**src/design/irq_prio_pkg.sv**
```systemverilog
// Constants shared by the interrupt source prioritizer
package irq_prio_pkg;
  // ---------------------------------------------------------------
  // Source counts and vector width
  // ---------------------------------------------------------------
  localparam int NUM_EXT = 6;   // External request lines
  localparam int NUM_INT = 30;  // Internal peripheral requests
  localparam int NUM_VEC = 61;  // Vector numbers 0 to 60
  localparam int VEC_W   = 6;   // Width of a vector number
  localparam int ADDR_W  = 16;  // Low bits of a vector address
  localparam int ADDR_SH = 2;   // Four bytes per vector
  // ---------------------------------------------------------------
  // Vector numbers
  // ---------------------------------------------------------------
  localparam int VEC_NMI     = 7;
  localparam int VEC_EXT0    = 12;
  localparam int VEC_WDT     = 20;
  localparam int VEC_TIMER0  = 24;
  localparam int TIMER_STEP  = 4;
  localparam int TIMER_REQS  = 3;
  localparam int VEC_DMA0    = 44;
  localparam int VEC_SERIAL0 = 52;
  localparam int VEC_ADC     = 60;
  // ---------------------------------------------------------------
  // Internal request index layout
  // ---------------------------------------------------------------
  localparam int IDX_TIMER0  = 2;
  localparam int IDX_DMA0    = 17;
  localparam int IDX_SERIAL0 = 21;
  localparam int IDX_ADC     = 29;
  // Sources that may be steered to the DMA unit (timers, serial)
  localparam logic [29:0] DMA_ROUTABLE = 30'h1fe1fffc;
  // ---------------------------------------------------------------
  // Priority bit positions
  // ---------------------------------------------------------------
  localparam int PA_EXT0   = 7;
  localparam int PA_EXT1   = 6;
  localparam int PA_EXT23  = 5;
  localparam int PA_EXT45  = 4;
  localparam int PA_WDT    = 3;
  localparam int PA_TIMER0 = 2;
  localparam int PA_TIMER1 = 1;
  localparam int PA_TIMER2 = 0;
  localparam int PB_TIMER3 = 7;
  localparam int PB_TIMER4 = 6;
  localparam int PB_DMA    = 5;
  localparam int PB_SER0   = 3;
  localparam int PB_SER1   = 2;
  localparam int PB_ADC    = 1;
  // ---------------------------------------------------------------
  // Reset values
  // ---------------------------------------------------------------
  localparam logic [7:0] PRIO_RST = 8'h00;
  localparam logic [5:0] FLAG_RST = 6'h00;
endpackage

```
**src/design/interrupt_source_prioritizer.sv**
```systemverilog
// Interrupt source prioritizer: flags, masking and vector arbitration
// Functional notes
// - NMI and lines 0-2 wake standby
// - NMI outranks all, ignores mask bits
// - Config bit picks NMI rising/falling edge
// - NMI uses vector 7
// - Per-line sense: low level or falling edge
// - Per-line enable blocks external requests
// - Four group bits set external priorities
// - Line flags readable, cleared by writing zero
// - External lines use vectors 12 to 17
// - Detection independent of pin direction
// - Thirty enabled internal peripheral requests accepted
// - DMA-routed timer/serial requests never interrupt
// - Smaller vector wins by default
// - Priority bits reorder; reset gives default
// - Vector address is four times number
// - Timer channels: three vectors from 24
// - Serial channels use vectors 52 to 59
// - Watchdog 20, refresh 21, DMA, converter
// - Priority bit set means high; resets 0
// - Flag sets on low level or fall
// - Equal levels resolved by vector order
`timescale 1ns/1ps
module interrupt_source_prioritizer
  import irq_prio_pkg::*;
(
  input  wire logic                MCLK,
  input  wire logic                SRST,
  input  wire logic                NMI_PIN,
  input  wire logic                NMI_EDGE_SELECT,
  input  wire logic [NUM_EXT-1:0]  EXT_REQ_N,
  input  wire logic [NUM_EXT-1:0]  EXT_SENSE_SELECT,
  input  wire logic [NUM_EXT-1:0]  EXT_REQUEST_ENABLES,
  input  wire logic [NUM_EXT-1:0]  EXT_FLAG_CLEAR,
  input  wire logic [7:0]          PRIORITY_GROUP_A,
  input  wire logic [7:0]          PRIORITY_GROUP_B,
  input  wire logic                PRIORITY_LOAD,
  input  wire logic [NUM_INT-1:0]  INT_REQ,
  input  wire logic [NUM_INT-1:0]  INT_DMA_ROUTE,
  input  wire logic                USER_MASK_ENABLE,
  input  wire logic                CPU_MASK_BIT,
  input  wire logic                USER_MASK_BIT,
  input  wire logic                IRQ_ACK,
  output logic [NUM_EXT-1:0]       EXT_REQUEST_FLAGS,
  output logic                     IRQ_VALID,
  output logic [VEC_W-1:0]         IRQ_VECTOR,
  output logic [ADDR_W-1:0]        IRQ_VECTOR_ADDR,
  output logic                     WAKE
);

  // ---------------------------------------------------------------
  // Source map helpers
  // ---------------------------------------------------------------
  // Vector number of internal request index i
  function automatic int int_vec(input int i);
    int r;
    r = 0;
    if (i < IDX_TIMER0) begin
      r = VEC_WDT + i;
    end else if (i < IDX_DMA0) begin
      r = VEC_TIMER0 + TIMER_STEP * ((i - IDX_TIMER0) / TIMER_REQS)
          + ((i - IDX_TIMER0) % TIMER_REQS);
    end else if (i < IDX_SERIAL0) begin
      r = VEC_DMA0 + (i - IDX_DMA0);
    end else if (i < IDX_ADC) begin
      r = VEC_SERIAL0 + (i - IDX_SERIAL0);
    end else begin
      r = VEC_ADC;
    end
    return r;
  endfunction

  // Priority level of vector v under the given group bits
  function automatic logic prio_of(input int v, input logic [7:0] a,
                                   input logic [7:0] b);
    logic p;
    p = 1'b0;
    if (v == VEC_EXT0) p = a[PA_EXT0];
    else if (v == VEC_EXT0 + 1) p = a[PA_EXT1];
    else if (v < VEC_EXT0 + 4) p = a[PA_EXT23];
    else if (v < VEC_EXT0 + 6) p = a[PA_EXT45];
    else if (v < VEC_TIMER0) p = a[PA_WDT];
    else if (v < VEC_TIMER0 + 4) p = a[PA_TIMER0];
    else if (v < VEC_TIMER0 + 8) p = a[PA_TIMER1];
    else if (v < VEC_TIMER0 + 12) p = a[PA_TIMER2];
    else if (v < VEC_TIMER0 + 16) p = b[PB_TIMER3];
    else if (v < VEC_DMA0) p = b[PB_TIMER4];
    else if (v < VEC_SERIAL0) p = b[PB_DMA];
    else if (v < VEC_SERIAL0 + 4) p = b[PB_SER0];
    else if (v < VEC_ADC) p = b[PB_SER1];
    else p = b[PB_ADC];
    return p;
  endfunction

  // True for vectors that belong to a real source
  function automatic logic is_source(input int v);
    logic s;
    s = (v == VEC_NMI);
    for (int k = 0; k < NUM_EXT; k++) s |= (v == VEC_EXT0 + k);
    for (int k = 0; k < NUM_INT; k++) s |= (v == int_vec(k));
    return s;
  endfunction

  // ---------------------------------------------------------------
  // Storage
  // ---------------------------------------------------------------
  logic [7:0]         prio_a;    // Held priority group A
  logic [7:0]         prio_b;    // Held priority group B
  logic               nmi_prev;  // Last NMI pin sample
  logic [NUM_EXT-1:0] ext_prev;  // Last external pin samples
  logic               primed;    // Previous samples are valid
  logic               nmi_flag;  // NMI pending
  logic               nmi_event; // Selected NMI edge seen now
  logic [NUM_EXT-1:0] ext_set;   // Flag set conditions this cycle
  logic [NUM_EXT-1:0] ext_ack;   // Edge flags consumed by handling
  logic [NUM_VEC-1:0] pend;      // Enabled requests by vector
  logic [NUM_VEC-1:0] elig;      // Requests passing the CPU masks
  logic               mask_lo;   // Level 0 sources masked
  logic               mask_hi;   // Level 1 sources masked
  logic               next_valid;
  logic [VEC_W-1:0]   next_vector;
  logic               nmi_event_d; // Delayed NMI event, wake check only

  // ---------------------------------------------------------------
  // Priority bits
  // ---------------------------------------------------------------
  // Loaded by software; cleared to the default order on reset
  always_ff @(posedge MCLK) begin
    if (SRST) begin
      prio_a <= PRIO_RST;
      prio_b <= PRIO_RST;
    end else if (PRIORITY_LOAD) begin
      prio_a <= PRIORITY_GROUP_A;
      prio_b <= PRIORITY_GROUP_B;
    end
  end

  // ---------------------------------------------------------------
  // Pin edge detection
  // ---------------------------------------------------------------
  // Pins are read directly, so direction setting has no effect
  always_ff @(posedge MCLK) begin
    if (SRST) begin
      nmi_prev <= 1'b0;
      ext_prev <= '1;
      primed   <= 1'b0;
    end else begin
      nmi_prev <= NMI_PIN;
      ext_prev <= EXT_REQ_N;
      primed   <= 1'b1;
    end
  end

  // Selected NMI edge; no edge counts before samples are primed
  assign nmi_event = primed && (NMI_EDGE_SELECT ?
                     (NMI_PIN && !nmi_prev) :
                     (!NMI_PIN && nmi_prev));

  // Low level or falling edge, per line sense bit
  always_comb begin
    for (int k = 0; k < NUM_EXT; k++) begin
      ext_set[k] = EXT_SENSE_SELECT[k] ?
                   (primed && ext_prev[k] && !EXT_REQ_N[k]) :
                   !EXT_REQ_N[k];
      ext_ack[k] = IRQ_ACK && IRQ_VALID && EXT_SENSE_SELECT[k] &&
                   (IRQ_VECTOR == VEC_W'(VEC_EXT0 + k));
    end
  end

  // ---------------------------------------------------------------
  // Request flags
  // ---------------------------------------------------------------
  // NMI pending, cleared when its vector is taken; set wins
  always_ff @(posedge MCLK) begin
    if (SRST) begin
      nmi_flag <= 1'b0;
    end else if (nmi_event) begin
      nmi_flag <= 1'b1;
    end else if (IRQ_ACK && IRQ_VALID &&
                 IRQ_VECTOR == VEC_W'(VEC_NMI)) begin
      nmi_flag <= 1'b0;
    end
  end

  // External flags: set wins over software or handling clear
  always_ff @(posedge MCLK) begin
    if (SRST) begin
      EXT_REQUEST_FLAGS <= FLAG_RST;
    end else begin
      EXT_REQUEST_FLAGS <= ext_set |
        (EXT_REQUEST_FLAGS & ~EXT_FLAG_CLEAR & ~ext_ack);
    end
  end

  // ---------------------------------------------------------------
  // Arbitration
  // ---------------------------------------------------------------
  // Three-level masking from the mask mode and CPU mask bits
  assign mask_lo = CPU_MASK_BIT;
  assign mask_hi = CPU_MASK_BIT && (USER_MASK_ENABLE || USER_MASK_BIT);

  // Gather enabled requests at their vector positions
  always_comb begin
    pend = '0;
    for (int k = 0; k < NUM_EXT; k++) begin
      pend[VEC_EXT0 + k] = EXT_REQUEST_FLAGS[k] &&
                           EXT_REQUEST_ENABLES[k];
    end
    for (int i = 0; i < NUM_INT; i++) begin
      pend[int_vec(i)] = INT_REQ[i] &&
        !(INT_DMA_ROUTE[i] && DMA_ROUTABLE[i]);
    end
    for (int v = 0; v < NUM_VEC; v++) begin
      elig[v] = pend[v] &&
        !(prio_of(v, prio_a, prio_b) ? mask_hi : mask_lo);
    end
  end

  // Level 1 beats level 0; lower vector wins inside a level
  always_comb begin
    next_valid  = 1'b0;
    next_vector = '0;
    for (int v = NUM_VEC - 1; v >= 0; v--) begin
      if (elig[v] && !prio_of(v, prio_a, prio_b)) begin
        next_valid  = 1'b1;
        next_vector = VEC_W'(v);
      end
    end
    for (int v = NUM_VEC - 1; v >= 0; v--) begin
      if (elig[v] && prio_of(v, prio_a, prio_b)) begin
        next_valid  = 1'b1;
        next_vector = VEC_W'(v);
      end
    end
    if (nmi_flag) begin
      next_valid  = 1'b1;
      next_vector = VEC_W'(VEC_NMI);
    end
  end

  // ---------------------------------------------------------------
  // Outputs to the CPU core
  // ---------------------------------------------------------------
  // Winner registered every cycle with its vector address
  always_ff @(posedge MCLK) begin
    if (SRST) begin
      IRQ_VALID       <= 1'b0;
      IRQ_VECTOR      <= '0;
      IRQ_VECTOR_ADDR <= '0;
    end else begin
      IRQ_VALID       <= next_valid;
      IRQ_VECTOR      <= next_vector;
      IRQ_VECTOR_ADDR <= ADDR_W'({next_vector, 2'b00});
    end
  end

  // Standby wake from NMI and external lines 0 to 2 only
  always_ff @(posedge MCLK) begin
    if (SRST) begin
      WAKE <= 1'b0;
    end else begin
      WAKE <= nmi_event || nmi_flag ||
              |(ext_set[2:0] & EXT_REQUEST_ENABLES[2:0]);
    end
  end

  // ---------------------------------------------------------------
  // Checks
  // ---------------------------------------------------------------
  // One-cycle delayed NMI event, read only by the wake check
  always_ff @(posedge MCLK) begin
    if (SRST) begin
      nmi_event_d <= 1'b0;
    end else begin
      nmi_event_d <= nmi_event;
    end
  end

  AST_NMI_WINS: assert property (@(posedge MCLK) disable iff (SRST)
    nmi_flag |=> IRQ_VALID && IRQ_VECTOR == VEC_W'(VEC_NMI))
    else $error("pending NMI did not present vector 7");
  AST_NMI_EDGE: assert property (@(posedge MCLK) disable iff (SRST)
    (primed && NMI_EDGE_SELECT && $rose(NMI_PIN)) |=> ##1
    (IRQ_VALID && IRQ_VECTOR == VEC_W'(VEC_NMI)))
    else $error("rising NMI edge not presented");
  AST_LEVEL_SET: assert property (@(posedge MCLK) disable iff (SRST)
    (!EXT_SENSE_SELECT[0] && !EXT_REQ_N[0]) |=> EXT_REQUEST_FLAGS[0])
    else $error("low level did not set line flag");
  AST_EDGE_ONLY: assert property (@(posedge MCLK) disable iff (SRST)
    (EXT_SENSE_SELECT[1] && !EXT_REQUEST_FLAGS[1] && !EXT_REQ_N[1] &&
     !$past(EXT_REQ_N[1])) |=> !EXT_REQUEST_FLAGS[1])
    else $error("edge mode flag set without a fall");
  AST_CLEAR: assert property (@(posedge MCLK) disable iff (SRST)
    (EXT_FLAG_CLEAR[2] && EXT_REQ_N[2]) |=> !EXT_REQUEST_FLAGS[2])
    else $error("write of zero did not clear flag");
  AST_BLOCKED: assert property (@(posedge MCLK) disable iff (SRST)
    !$past(EXT_REQUEST_ENABLES[0]) |->
    !(IRQ_VALID && IRQ_VECTOR == VEC_W'(VEC_EXT0)))
    else $error("disabled line won arbitration");
  AST_DMA_ROUTE: assert property (@(posedge MCLK) disable iff (SRST)
    $past(INT_DMA_ROUTE[IDX_TIMER0]) |->
    !(IRQ_VALID && IRQ_VECTOR == VEC_W'(VEC_TIMER0)))
    else $error("DMA-routed request reached the CPU");
  AST_DEFAULT_ORDER: assert property (@(posedge MCLK) disable iff (SRST)
    (INT_REQ[0] && INT_REQ[1] && !nmi_flag && !CPU_MASK_BIT &&
     prio_a == PRIO_RST && prio_b == PRIO_RST && pend[19:0] == '0)
    |=> IRQ_VECTOR == VEC_W'(VEC_WDT))
    else $error("default order not followed");
  AST_NO_RESERVED: assert property (@(posedge MCLK) disable iff (SRST)
    IRQ_VALID |-> is_source(int'(IRQ_VECTOR)))
    else $error("reserved vector presented");
  AST_ADDR: assert property (@(posedge MCLK) disable iff (SRST)
    IRQ_VECTOR_ADDR == ADDR_W'({IRQ_VECTOR, 2'b00}))
    else $error("vector address not four times vector");
  AST_WAKE: assert property (@(posedge MCLK) disable iff (SRST)
    (nmi_event || (!EXT_SENSE_SELECT[3] && !EXT_REQ_N[3] &&
     EXT_REQUEST_ENABLES[3] && !nmi_flag && !nmi_event &&
     (ext_set[2:0] & EXT_REQUEST_ENABLES[2:0]) == '0))
    |=> WAKE == nmi_event_d)
    else $error("wake source wrong");

endmodule

```
**config.mk**
```make
export PLATFORM = sky130hd
export DESIGN_NAME = interrupt_source_prioritizer
export DESIGN_NICKNAME = d
export VERILOG_FILES = /design/src/design/irq_prio_pkg.sv /design/src/design/interrupt_source_prioritizer.sv
export SDC_FILE = /design/constraint.sdc
export NUM_CORES = 1
export LEC_CHECK = 0
export ABC_AREA = 1
export BUFFER_PORTS_ARGS = -buffer_cell sky130_fd_sc_hd__buf_4
export CAP_MARGIN = 5
export CORE_ASPECT_RATIO = 0.7
export CORE_MARGIN = 2
export CORE_UTILIZATION = 48
export DETAILED_ROUTE_END_ITERATION = 10
export PLACE_DENSITY_LB_ADDON = 0.05
export RECOVER_POWER = 25
export SLEW_MARGIN = 15
export SYNTH_ARGS = -nofsm -noshare
export SYNTH_HDL_FRONTEND = slang
export SYNTH_SLANG_ARGS = --single-unit
export TNS_END_PERCENT = 10
```
**constraint.sdc**
```tcl
create_clock -name MCLK -period 5 [get_ports MCLK]
set_input_delay 0.75 -clock MCLK [delete_from_list [all_inputs] [get_ports MCLK]]
set_output_delay 0.75 -clock MCLK [all_outputs]
set_load 0.02 [all_outputs]
```
==> key figures, run 1 <==
Detailed routing
  – Routed wire length: 9.537 mm
  – Initial drt markers: 334
  – Final antenna-violating net count: 0
  – DR pass1 iterations: 5
  – Vias post-DR: 3883
  – WL/cell: 13.45 um
  – DRC: 0
  – Vias/cell: 5.477

Layout
  – # diodes: 0
  – Final cell count without fillers: 709
  – Fillers: 589
  – Nets: 739
  – Layout cells sized above 1: 24.25%
  – Area growth syn-to-layout: 32.58%

STA
  – Worst slew margin: 49.70%
  – Tmin final: 4.320 ns
  – Setup Skew: 0.005955 ns
  – Fmax: 231.5 MHz
  – RSZ-0062 raised after global routing: false
  – TNS Setup: 0 ns
  – # setup viols final: 0
  – Worst-Margin Slew: 0.7499 ns
  – Hold violation count in the final report: 0
  – Final period utilization: 86.41%
  – Final Max Slew Viols: 0

Power and ir drop
  – Pwr dens: 243.5 nW/um^2
  – Max IR drop VDD: 135.9 uV
  – Leak: 0.002260 uW

Floorplan
  – Placeable core area: 6186 um^2
  – Chip Height: 70.73 um
  – Num ports: 139
  – Full die area: 7024 um^2
  – Die width: 99.32 um
  – Rows: 24
  – Starting Density: 49.35%

Run
  – Max-cap viol count: 0

Clock tree
  – Post-CTS Setup Bufs: 0
  – Skew-Pair Late Insertion Delay: 0.29 ns
  – CTS tree: done
  – Cts hold-fix bufs: 0
  – CTS buffer count: 5
  – CTS max path bufs: 2
  – Resized Gates After CTS: 0
  – Clk sinks: 37
  – Clk slew on worst S/H paths: 0.08 ns
  – H-tree depth: 2
  – CTS root buf: clkbuf_8

Yosys
  – Async set-reset flop share out of synthesis: 0%
  – Seq cells post-synth: 37
  – Sequential share of the synthesized area: 24.26%
  – Cells after Synth: 518
  – Syn Area/Cell: 5.894 um^2
  – Post-Syn Area: 3053 um^2
  – Ys flop type: dfxtp_1
  – Synth warn: 0
  – Distinct cells, synth: 42
  – Post-synth EDFFs: 0

Critical path
  – Slowest-stage cell, CP: buf_4
  – CP peak stage delay: 0.36 ns
  – Most used cell, CP: nand2_1
  – Crit-path max FO: 36
  – Req. time, crit path: 5.16 ns
  – Worst setup path category: input port to flip-flop
  – Critical Path Sink Type: flip-flop
  – Setup crit start kind: input port
  – CP arrival: 4.48 ns

Place
  – Gpl congestion: 0.9212
  – # port buffers: 119
  – Dpl hpwl: 7.607 mm
  – Dpl cells: 701

GRT
  – Met3 Usage GRT: 4.941%
  – Most Crowded Layer GR: met2
  – Total gr overflow: 0
  – First-pass GRT wire length: 15.28 mm
  – Met1 global-route usage: 39.57%
  – Met2 Use GR: 40.17%
  – All-Layer GR Usage: 26.41%
  – Largest net degree at the start of global routing: 37
  – Vias in the first global route: 3366
  – Initial antenna violation count: 0

Worst hold path
  – Min-Delay Path Class: flip-flop to flip-flop

Outcome
  – Outcome: complete, no violations
==> per-stage QoR <==
stage          hold WS (ns)  power [uW]  instance area (um^2)  setup slack (ns)  utilization [%]
2_1_floorplan        0.4480       573.3                  3087             1.278                -
6_report             0.4870       985.7                  4048            0.6796            65.43
5_1_grt              0.5096        1044                  4048            0.1708            65.43
3_3_place_gp         0.4597       696.3                  3935            0.5232            63.61
3_5_place_dp         0.4779       703.5                  3935            0.4882            63.61
4_1_cts              0.4897       986.4                  4055            0.7846            65.55
==> state kept, by name, summed over array words and instances, names as in the netlist <==
name and cells:
ext_prev 6, prio_b 6, IRQ_VALID 1, IRQ_VECTOR_ADDR 6, prio_a 8, nmi_prev 1
EXT_REQUEST_FLAGS 6, WAKE 1, primed 1, nmi_flag 1
==> critical path: cells and delay by family <==
| family | cells | cell delay, ns |
|---|---|---|
| AND/OR/NAND/NOR | 51 | 3.00 |
| AO/OA/AOI/OAI | 1 | 0.05 |
| buffers and inverters | 4 | 0.65 |
==> where the power goes <==
part	internal [uW]	total [uW]	leakage (uW)	switching (uW)
Clock	162	284	0.0000574	121
Sequential	319	343	0.000308	24.1
Combinational	151	359	0.00189	208
==> synth_stat cells (2+ instances only) <==
master       n  area [um^2]
a21oi_1     42        210.2
a31oi_1      3        18.77
buf_2        3        15.01
buf_4       16        120.1
clkbuf_1     5        18.77
clkinv_1    12        45.04
dfxtp_1     37        740.7
inv_1       65        244.0
inv_2       16        60.06
nand2_1    128        480.5
nand3_1     24        120.1
nand3b_1     3        22.52
nand4_1     59        369.1
nor2_1      30        112.6
nor3_1       7        35.03
nor4_1       3        18.77
o2111ai_1    3        26.28
o211ai_1     4        30.03
o21ai_0     23        115.1
o21ai_1      7        35.03
o311ai_0     2        17.52
or2_2        6        37.54
==> layout make-up <==
cell class	count	area, um^2	area share, %
multi-input cells	371	1833	45.29
repair buffers	121	900.9	22.26
flip-flops and latches	37	740.7	18.30
inverters	94	355.3	8.779
well taps	78	97.59	2.411
clock buffers	6	82.58	2.040
clock inverters	2	37.54	0.9274
==> layout by cell type (no fill, tap or decap), drive strengths merged, types with 3 or more instances in the layout <==
cell / count
nand2: 128
buf: 117
inv: 82
nand4: 60
a21oi: 43
dfxtp: 37
o21ai: 31
nor2: 30
nand3: 24
clkinv: 12
conb: 10
clkbuf: 10
nor3: 7
or2: 6
o211ai: 4
nand3b: 3
o2111ai: 3
nor4: 3
a31oi: 3
o311ai: 3
==> layer usage <==
| metal | part of all wire, % | routed length (um) | vias up |
|---|---|---|---|
| met4 | 0.62 | 59 | 0 |
| met2 | 41 | 3911 | 188 |
| met3 | 8.5 | 808 | 10 |
| li1 | - | - | 1945 |
| met1 | 50 | 4757 | 1740 |
| met5 | 0 | 0 | - |
==> path summary, 6_finish.rpt <==
kind,from,end,slack (ns),depth (start not counted)
worst max-delay path,CPU_MASK_BIT,IRQ_VECTOR_ADDR[2]$_SDFF_PP0_,0.68,56
worst min-delay path,prio_a[6]$_SDFFE_PP0P_,prio_a[6]$_SDFFE_PP0P_,0.49,2
worst max register to register,prio_b[2]$_SDFFE_PP0P_,IRQ_VECTOR_ADDR[2]$_SDFF_PP0_,1.00,61
worst min register to register,prio_a[6]$_SDFFE_PP0P_,prio_a[6]$_SDFFE_PP0P_,0.49,2
==> cells by family after synthesis <==
kind of cell | after synthesis | share of synthesized area [%]
AO/OA/AOI/OAI | 96 | 18.03
buffers and inverters | 119 | 16.80
flip-flops | 37 | 24.26
other | 1 | 0.1228
AND/OR/NAND/NOR | 265 | 40.78
No activity file was read; power rests on OpenSTA's default activity.
==> run 2, diff against run 1 <==
- ABC_AREA: 1 -> unset
==> run 2 against run 1 <==
Compared with the run above: worst hold slack gained 0.042 ns; combinational power shrank 7.0%; critical endpoint is now IRQ_VECTOR_ADDR[5]$_SDFF_PP0_; fmax grew 59%; clock skew grew 0.00052 ns; power shrank 2.6%; first-iteration DRC count grew 64%; count of clock-buffer cells in the layout is the same; sequential share of layout area shrank 0.12 points.
==> key figures, run 2 <==
Outcome
  – Outcome: complete, no violations

Detailed routing
  – DR pass1 iterations: 7 (+2)
  – Routed wire length: 10.80 mm (+13%)
  – WL/cell: 17.16 um (+28%)
  – Vias post-DR: 3838 (-1.2%)
  – Vias/cell: 6.102 (+11%)
  – Final antenna-violating net count: 0 (unchanged)
  – Initial drt markers: 549 (+64%)
  – DRC: 0 (unchanged)

Yosys
  – Async set-reset flop share out of synthesis: 0% (unchanged)
  – Post-Syn Area: 3139 um^2 (+2.8%)
  – Sequential share of the synthesized area: 23.60% (-0.67 points)
  – Synth area leader: dfxtp_1
  – Syn Area/Cell: 7.007 um^2 (+19%)
  – Distinct cells, synth: 63 (+50%)
  – Most instantiated cells after synthesis: nor2_1, nand2_1, dfxtp_1, o21ai_0, a21oi_1
  – Ys flop type: dfxtp_1
  – Synth top area share: 23.60% (-0.67 points)
  – Synth warn: 0 (unchanged)
  – Cells after Synth: 448 (-14%)
  – Post-synth EDFFs: 0 (unchanged)
  – Seq cells post-synth: 37 (unchanged)
  – Top cells by area, synth: dfxtp_1, nor2_1, nand2_1
  – Count leader, synth: nor2_1

Clock tree
  – Resized Gates After CTS: 0 (unchanged)
  – CTS buffer count: 5 (unchanged)
  – Clk sinks: 37 (unchanged)
  – CTS tree: done
  – Clk slew on worst S/H paths: 0.08 ns (about the same)
  – CTS max path bufs: 2 (unchanged)
  – CTS root buf: clkbuf_8
  – H-tree depth: 2 (unchanged)
  – Post-CTS Setup Bufs: 0 (unchanged)
  – Cts hold-fix bufs: 0 (unchanged)
  – Skew-Pair Late Insertion Delay: 0.29 ns (about the same)

Critical path
  – Crit-path cells: buf_4 > nand4bb_1 > o311ai_0 > a31oi_1 > o21ai_0 > o311a_1 > o31a_1
  – CP bufs+invs: 1 (-3)
  – Critical Path Sink Type: flip-flop
  – Crit-path max FO: 30 (-17%)
  – Worst setup path category: input port to flip-flop
  – CP delay by family, top: compound AO/OA/AOI/OAI gates
  – Slowest-stage cell, CP: a31oi_1
  – Req. time, crit path: 5.19 ns (+0.03 ns)
  – CP arrival: 2.90 ns (-1.58 ns)
  – CP peak stage delay: 0.45 ns (+0.09 ns)
  – Setup crit start kind: input port

Floorplan
  – Chip Height: 71.66 um (+1.3%)
  – Num ports: 139 (unchanged)
  – Placeable core area: 6276 um^2 (+1.5%)
  – Starting Density: 50.02% (+0.67 points)
  – Full die area: 7213 um^2 (+2.7%)
  – Die width: 100.7 um (+1.3%)
  – Rows: 24 (unchanged)

STA
  – Post-route setup slack: 2.283 ns (+1.603 ns)
  – RSZ-0062 raised after global routing: false
  – Worst slew margin: 1.386% (-48 points)
  – TNS Setup: 0 ns (unchanged)
  – Final period utilization: 54.34% (-32 points)
  – Fmax: 368.0 MHz (+59%)
  – Setup Skew: 0.006477 ns (+0.0005223 ns)
  – Final Max Slew Viols: 0 (unchanged)
  – Tmin final: 2.717 ns (-1.603 ns)
  – Worst-Margin Slew: 1.479 ns (+0.7293 ns)
  – # setup viols final: 0 (unchanged)
  – Hold violation count in the final report: 0 (unchanged)

Layout
  – Layout cells sized above 1: 25.41% (+1.2 points)
  – Top register by number of flip-flops: prio_a
  – Largest register FFs: 8 (unchanged)
  – Fin area: 4075 um^2 (+0.68%)
  – Most common cell after layout, fill and taps aside: buf_4
  – Final cell count without fillers: 629 (-11%)
  – Nets: 659 (-11%)
  – Most frequent cells in the layout: buf_4, nor2_1, nand2_1
  – Fillers: 585 (-0.68%)
  – Area growth syn-to-layout: 29.81%
  – # diodes: 0 (unchanged)

Place
  – Area after DPL: 3959 um^2 (+0.60%)
  – # port buffers: 119 (unchanged)
  – Pre-CTS WS: 2.109 ns (+1.621 ns)
  – Dpl cells: 621 (-11%)
  – Dpl hpwl: 8.672 mm (+14%)
  – Gpl congestion: 0.9673 (+5.0%)

Power and ir drop
  – Flop pwr share: 36.5% (+1.7 points)
  – Switch Pwr: 326.1 uW (-7.7%)
  – Sw Ratio: 33.98% (-1.9 points)
  – P_int: 633.5 uW (+0.18%)
  – Pwr dens: 235.5 nW/um^2 (-3.3%)
  – Leak: 0.001787 uW (-21%)
  – Combinational Power Share: 34.9% (-1.5 points)
  – Max IR drop VDD: 165.8 uV (+22%)
  – Clock share of power: 28.7% (about the same)

GRT
  – All-Layer GR Usage: 29.43% (+3.0 points)
  – Vias in the first global route: 3311 (-1.6%)
  – First-pass GRT wire length: 16.70 mm (+9.3%)
  – Largest net degree at the start of global routing: 35 (-5.4%)
  – Initial antenna violation count: 0 (unchanged)
  – Total gr overflow: 0 (unchanged)

Run
  – Max-cap viol count: 0 (unchanged)

Worst hold path
  – Min-Delay Path Class: flip-flop to flip-flop
run 2: power groups by stage:
stage,clock (uW),combinational [uW],sequential (uW)
3_5_place_dp,0,327,355
2_1_floorplan,0,200,356
3_3_place_gp,0,324,354
6_report,275,334,350
5_1_grt,291,363,354
4_1_cts,278,328,349
run 2: tightest hold or removal path, cell delays in order, from the launching register on:
cell and delay, ns:
dfxtp_1 0.31, a21boi_0 0.06, o21ai_0 0.13
run 2: through the flow:
step / hold WS, ns / power, uW / util (%)
2_1_floorplan: 0.4752 / 556.1 / -
3_3_place_gp: 0.4913 / 678.4 / 63.08
3_5_place_dp: 0.5135 / 681.9 / 63.08
4_1_cts: 0.5374 / 955.2 / 64.99
5_1_grt: 0.5790 / 1008 / 64.93
6_report: 0.5294 / 959.6 / 64.93
run 2: final timing paths:
| check | start | endpoint | slack, ns | cells past startpoint |
|---|---|---|---|---|
| max | CPU_MASK_BIT | IRQ_VECTOR_ADDR[5]$_SDFF_PP0_ | 2.28 | 7 |
| min | ext_prev[5]$_SDFF_PP1_ | EXT_REQUEST_FLAGS[5]$_SDFF_PP0_ | 0.53 | 2 |
| max reg2reg | prio_a[2]$_SDFFE_PP0P_ | IRQ_VECTOR_ADDR[2]$_SDFF_PP0_ | 2.72 | 7 |
| min reg2reg | ext_prev[5]$_SDFF_PP1_ | EXT_REQUEST_FLAGS[5]$_SDFF_PP0_ | 0.53 | 2 |
run 2: layout make-up:
cell class	count	area, um^2	share of cell area [%]
multi-input cells	379	2197	53.91
repair buffers	119	889.6	21.83
flip-flops and latches	37	740.7	18.18
well taps	78	97.59	2.395
clock buffers	6	82.58	2.026
clock inverters	2	37.54	0.9211
inverters	8	30.03	0.7369
run 2: kinds of logic (layout without fill, tap and decap cells):
group | count (synthesis) | in the layout | share of synthesized area, %
multiplexers | 14 | 14 | 4.464
buffers and inverters | 41 | 135 | 7.493
AO/OA/AOI/OAI | 135 | 135 | 29.85
other | 1 | 10 | 0.1195
AND/OR/NAND/NOR | 220 | 220 | 34.48
flip-flops | 37 | 37 | 23.60
run 2: per-layer routing:
| layer | global-route usage [%] | share of wire [%] | vias to the layer above |
|---|---|---|---|
| met3 | 8.585 | 13 | 13 |
| met5 | 0 | 0 | - |
| met2 | 39.04 | 39 | 251 |
| li1 | - | - | 1822 |
| met1 | 46.74 | 47 | 1752 |
| met4 | 4.566 | 0.94 | 0 |
==> run 3, diff against run 2 <==
- CORE_UTILIZATION: 48 -> 44
- clock period: 5 -> 2.3 ns (I/O delays scaled with it)
==> run 3 against run 2 <==
Compared with the run above: clock skew fell by 0.0039 ns; clock power rose by 69%; via count rose by 0.47%; critical path depth did not move; worst hold slack got worse by 0.29 ns; die area rose by 8.6%; power rose by 110%; critical path type is now flip-flop to flip-flop.
==> key figures, run 3 (same netlist as run 2, synthesis figures left out) <==
Floorplan
  – Chip Height: 74.67 um (+4.2%)
  – Placeable core area: 6819 um^2 (+8.7%)
  – Full die area: 7837 um^2 (+8.6%)
  – Num ports: 139 (unchanged)
  – Die width: 105.0 um (+4.3%)
  – Rows: 25 (+4.2%)
  – Starting Density: 46.04% (-4.0 points)

Clock tree
  – Clk sinks: 37 (unchanged)
  – Resized Gates After CTS: 0 (unchanged)
  – Cts hold-fix bufs: 0 (unchanged)
  – CTS root buf: clkbuf_8
  – CTS tree: done
  – CTS buffer count: 5 (unchanged)
  – CTS max path bufs: 2 (unchanged)
  – H-tree depth: 2 (unchanged)
  – Post-CTS Setup Bufs: 0 (unchanged)
  – Clk slew on worst S/H paths: 0.08 ns (about the same)
  – Skew-Pair Late Insertion Delay: 0.30 ns (about the same)

GRT
  – Largest net degree at the start of global routing: 35 (unchanged)
  – Total gr overflow: 0 (unchanged)
  – All-Layer GR Usage: 28.48% (-0.95 points)
  – Vias in the first global route: 3476 (+5.0%)
  – Initial antenna violation count: 0 (unchanged)
  – First-pass GRT wire length: 17.40 mm (+4.2%)

Detailed routing
  – Final antenna-violating net count: 0 (unchanged)
  – WL/cell: 16.85 um (-1.8%)
  – Vias post-DR: 3856 (+0.47%)
  – Routed wire length: 11.39 mm (+5.5%)
  – DR pass1 iterations: 5 (-2)
  – DRC: 0 (unchanged)
  – Initial drt markers: 350 (-36%)
  – Vias/cell: 5.704 (-6.5%)

Critical path
  – Flop-to-flop setup slack: 0.14 ns (-2.58 ns)
  – R2R Path Start: prio_b[6]$_SDFFE_PP0P_
  – Reg2Reg Capture Point: IRQ_VECTOR_ADDR[3]$_SDFF_PP0_
  – CP arrival: 2.35 ns (-0.55 ns)
  – Setup crit start kind: flip-flop
  – Req. time, crit path: 2.49 ns (-2.70 ns)
  – Worst setup path category: flip-flop to flip-flop
  – Crit-path max FO: 8 (-73%)
  – Critical Path Sink Type: flip-flop
  – R2R cell count: 7 (unchanged)

STA
  – Final Max Slew Viols: 0 (unchanged)
  – TNS Setup: 0 ns (unchanged)
  – Final period utilization: 93.81%
  – Worst-Margin Slew: 1.446 ns (-0.03328 ns)
  – RSZ-0062 raised after global routing: false
  – # setup viols final: 0 (unchanged)
  – Tmin final: 2.158 ns
  – Fmax: 463.4 MHz
  – Worst slew margin: 3.605% (+2.2 points)
  – Setup Skew: 0.002568 ns (-0.003909 ns)
  – Hold violation count in the final report: 0 (unchanged)

Run
  – Max-cap viol count: 0 (unchanged)

Place
  – Area after DPL: 4212 um^2 (+6.4%)
  – Gpl congestion: 1.026 (+6.0%)
  – Dpl cells: 668 (+7.6%)
  – Dpl hpwl: 9.377 mm (+8.1%)
  – # port buffers: 119 (unchanged)

Power and ir drop
  – Clock share of power: 23.1% (-5.6 points)
  – Tot Pwr: 2008 uW (+110%)
  – P_int: 1274 uW (+100%)
  – Flop pwr share: 37.2% (+0.7 points)
  – Combinational Power Share: 39.7% (+4.8 points)
  – Pwr dens: 467.6 nW/um^2 (+99%)
  – Leak: 0.001928 uW (+7.9%)
  – Switch Pwr: 733.7 uW (+120%)
  – Max IR drop VDD: 335.1 uV (+100%)
  – Sw Ratio: 36.54% (+2.6 points)

Layout
  – Top register by number of flip-flops: prio_a
  – Largest register FFs: 8 (unchanged)
  – Most frequent cells in the layout: buf_4, nor2_1, nand2_1
  – Fin area: 4294 um^2 (+5.4%)
  – Layout cells sized above 1: 29.38% (+4.0 points)
  – Fillers: 667 (+14%)
  – Most common cell after layout, fill and taps aside: buf_4
  – Register area: 740.7 um^2 (unchanged)
  – Nets: 690 (+4.7%)
  – Final cell count without fillers: 676 (+7.5%)
  – Multi-input gate area: 2197 um^2 (unchanged)
  – Final Util: 62.97% (-2.0 points)
  – # diodes: 0 (unchanged)
  – Area growth syn-to-layout: 36.79%

Worst hold path
  – Hold wc startpoint: EXT_REQ_N[5]
  – Worst Hold Path Cells: 2 (unchanged)
  – Hold EP: ext_prev[5]$_SDFF_PP1_
  – Min-Delay Path Class: input port to flip-flop

Outcome
  – Outcome: complete, no violations
[run 3: layout make-up]
type,count,share of cell area [%]
clock inverters,3,0.4079
clock buffers,5,1.603
well taps,94,2.739
inverters,8,0.6993
flip-flops and latches,37,17.25
repair buffers,150,26.14
multi-input cells,379,51.17
[run 3: stage by stage]
stage	hold slack [ns]	setup WS, ns
finish	0.2354	0.1423
global route	0.2320	0.09605
CTS	0.2358	0.1584
detailed placement	0.5032	0.06542
global placement	0.4945	0.07601
floorplan	0.4309	0.3254
[run 3: power by group through the flow]
stage	Sequential (uW)	Combinational [uW]	Clock, uW
floorplan	774	435	0
global placement	755	776	0
detailed placement	758	781	0
CTS	743	785	467
global route	752	865	490
finish	746	798	464
[run 3: layer usage]
layer	track usage (%)	vias up	share of wire (%)
li1	-	1876	-
met5	0	-	0
met3	8.831	16	12
met4	5.630	0	0.90
met2	39.32	228	38
met1	43.21	1736	49
[run 3: worst max-delay path, cell delays in order, from the launching register on]
cell	delay [ns]
dfxtp_1	0.42
nor2_1	0.48
nand2_1	0.18
o2111ai_1	0.20
o211ai_1	0.17
o211ai_1	0.21
a311oi_1	0.12
a211oi_1	0.26
[run 3: worst max path at each step]
stage / from / endpoint / slack [ns] / cells past startpoint
floorplan: INT_REQ[25] / IRQ_VECTOR_ADDR[5]$_SDFF_PP0_ / 0.33 / 7
global placement: CPU_MASK_BIT / IRQ_VECTOR_ADDR[2]$_SDFF_PP0_ / 0.08 / 9
detailed placement: CPU_MASK_BIT / IRQ_VECTOR_ADDR[3]$_SDFF_PP0_ / 0.07 / 9
CTS: EXT_REQUEST_FLAGS[3]$_SDFF_PP0_ / IRQ_VECTOR_ADDR[4]$_SDFF_PP0_ / 0.16 / 8
global route: prio_b[6]$_SDFFE_PP0P_ / IRQ_VECTOR_ADDR[3]$_SDFF_PP0_ / 0.1 / 7
finish: prio_b[6]$_SDFFE_PP0P_ / IRQ_VECTOR_ADDR[3]$_SDFF_PP0_ / 0.14 / 7
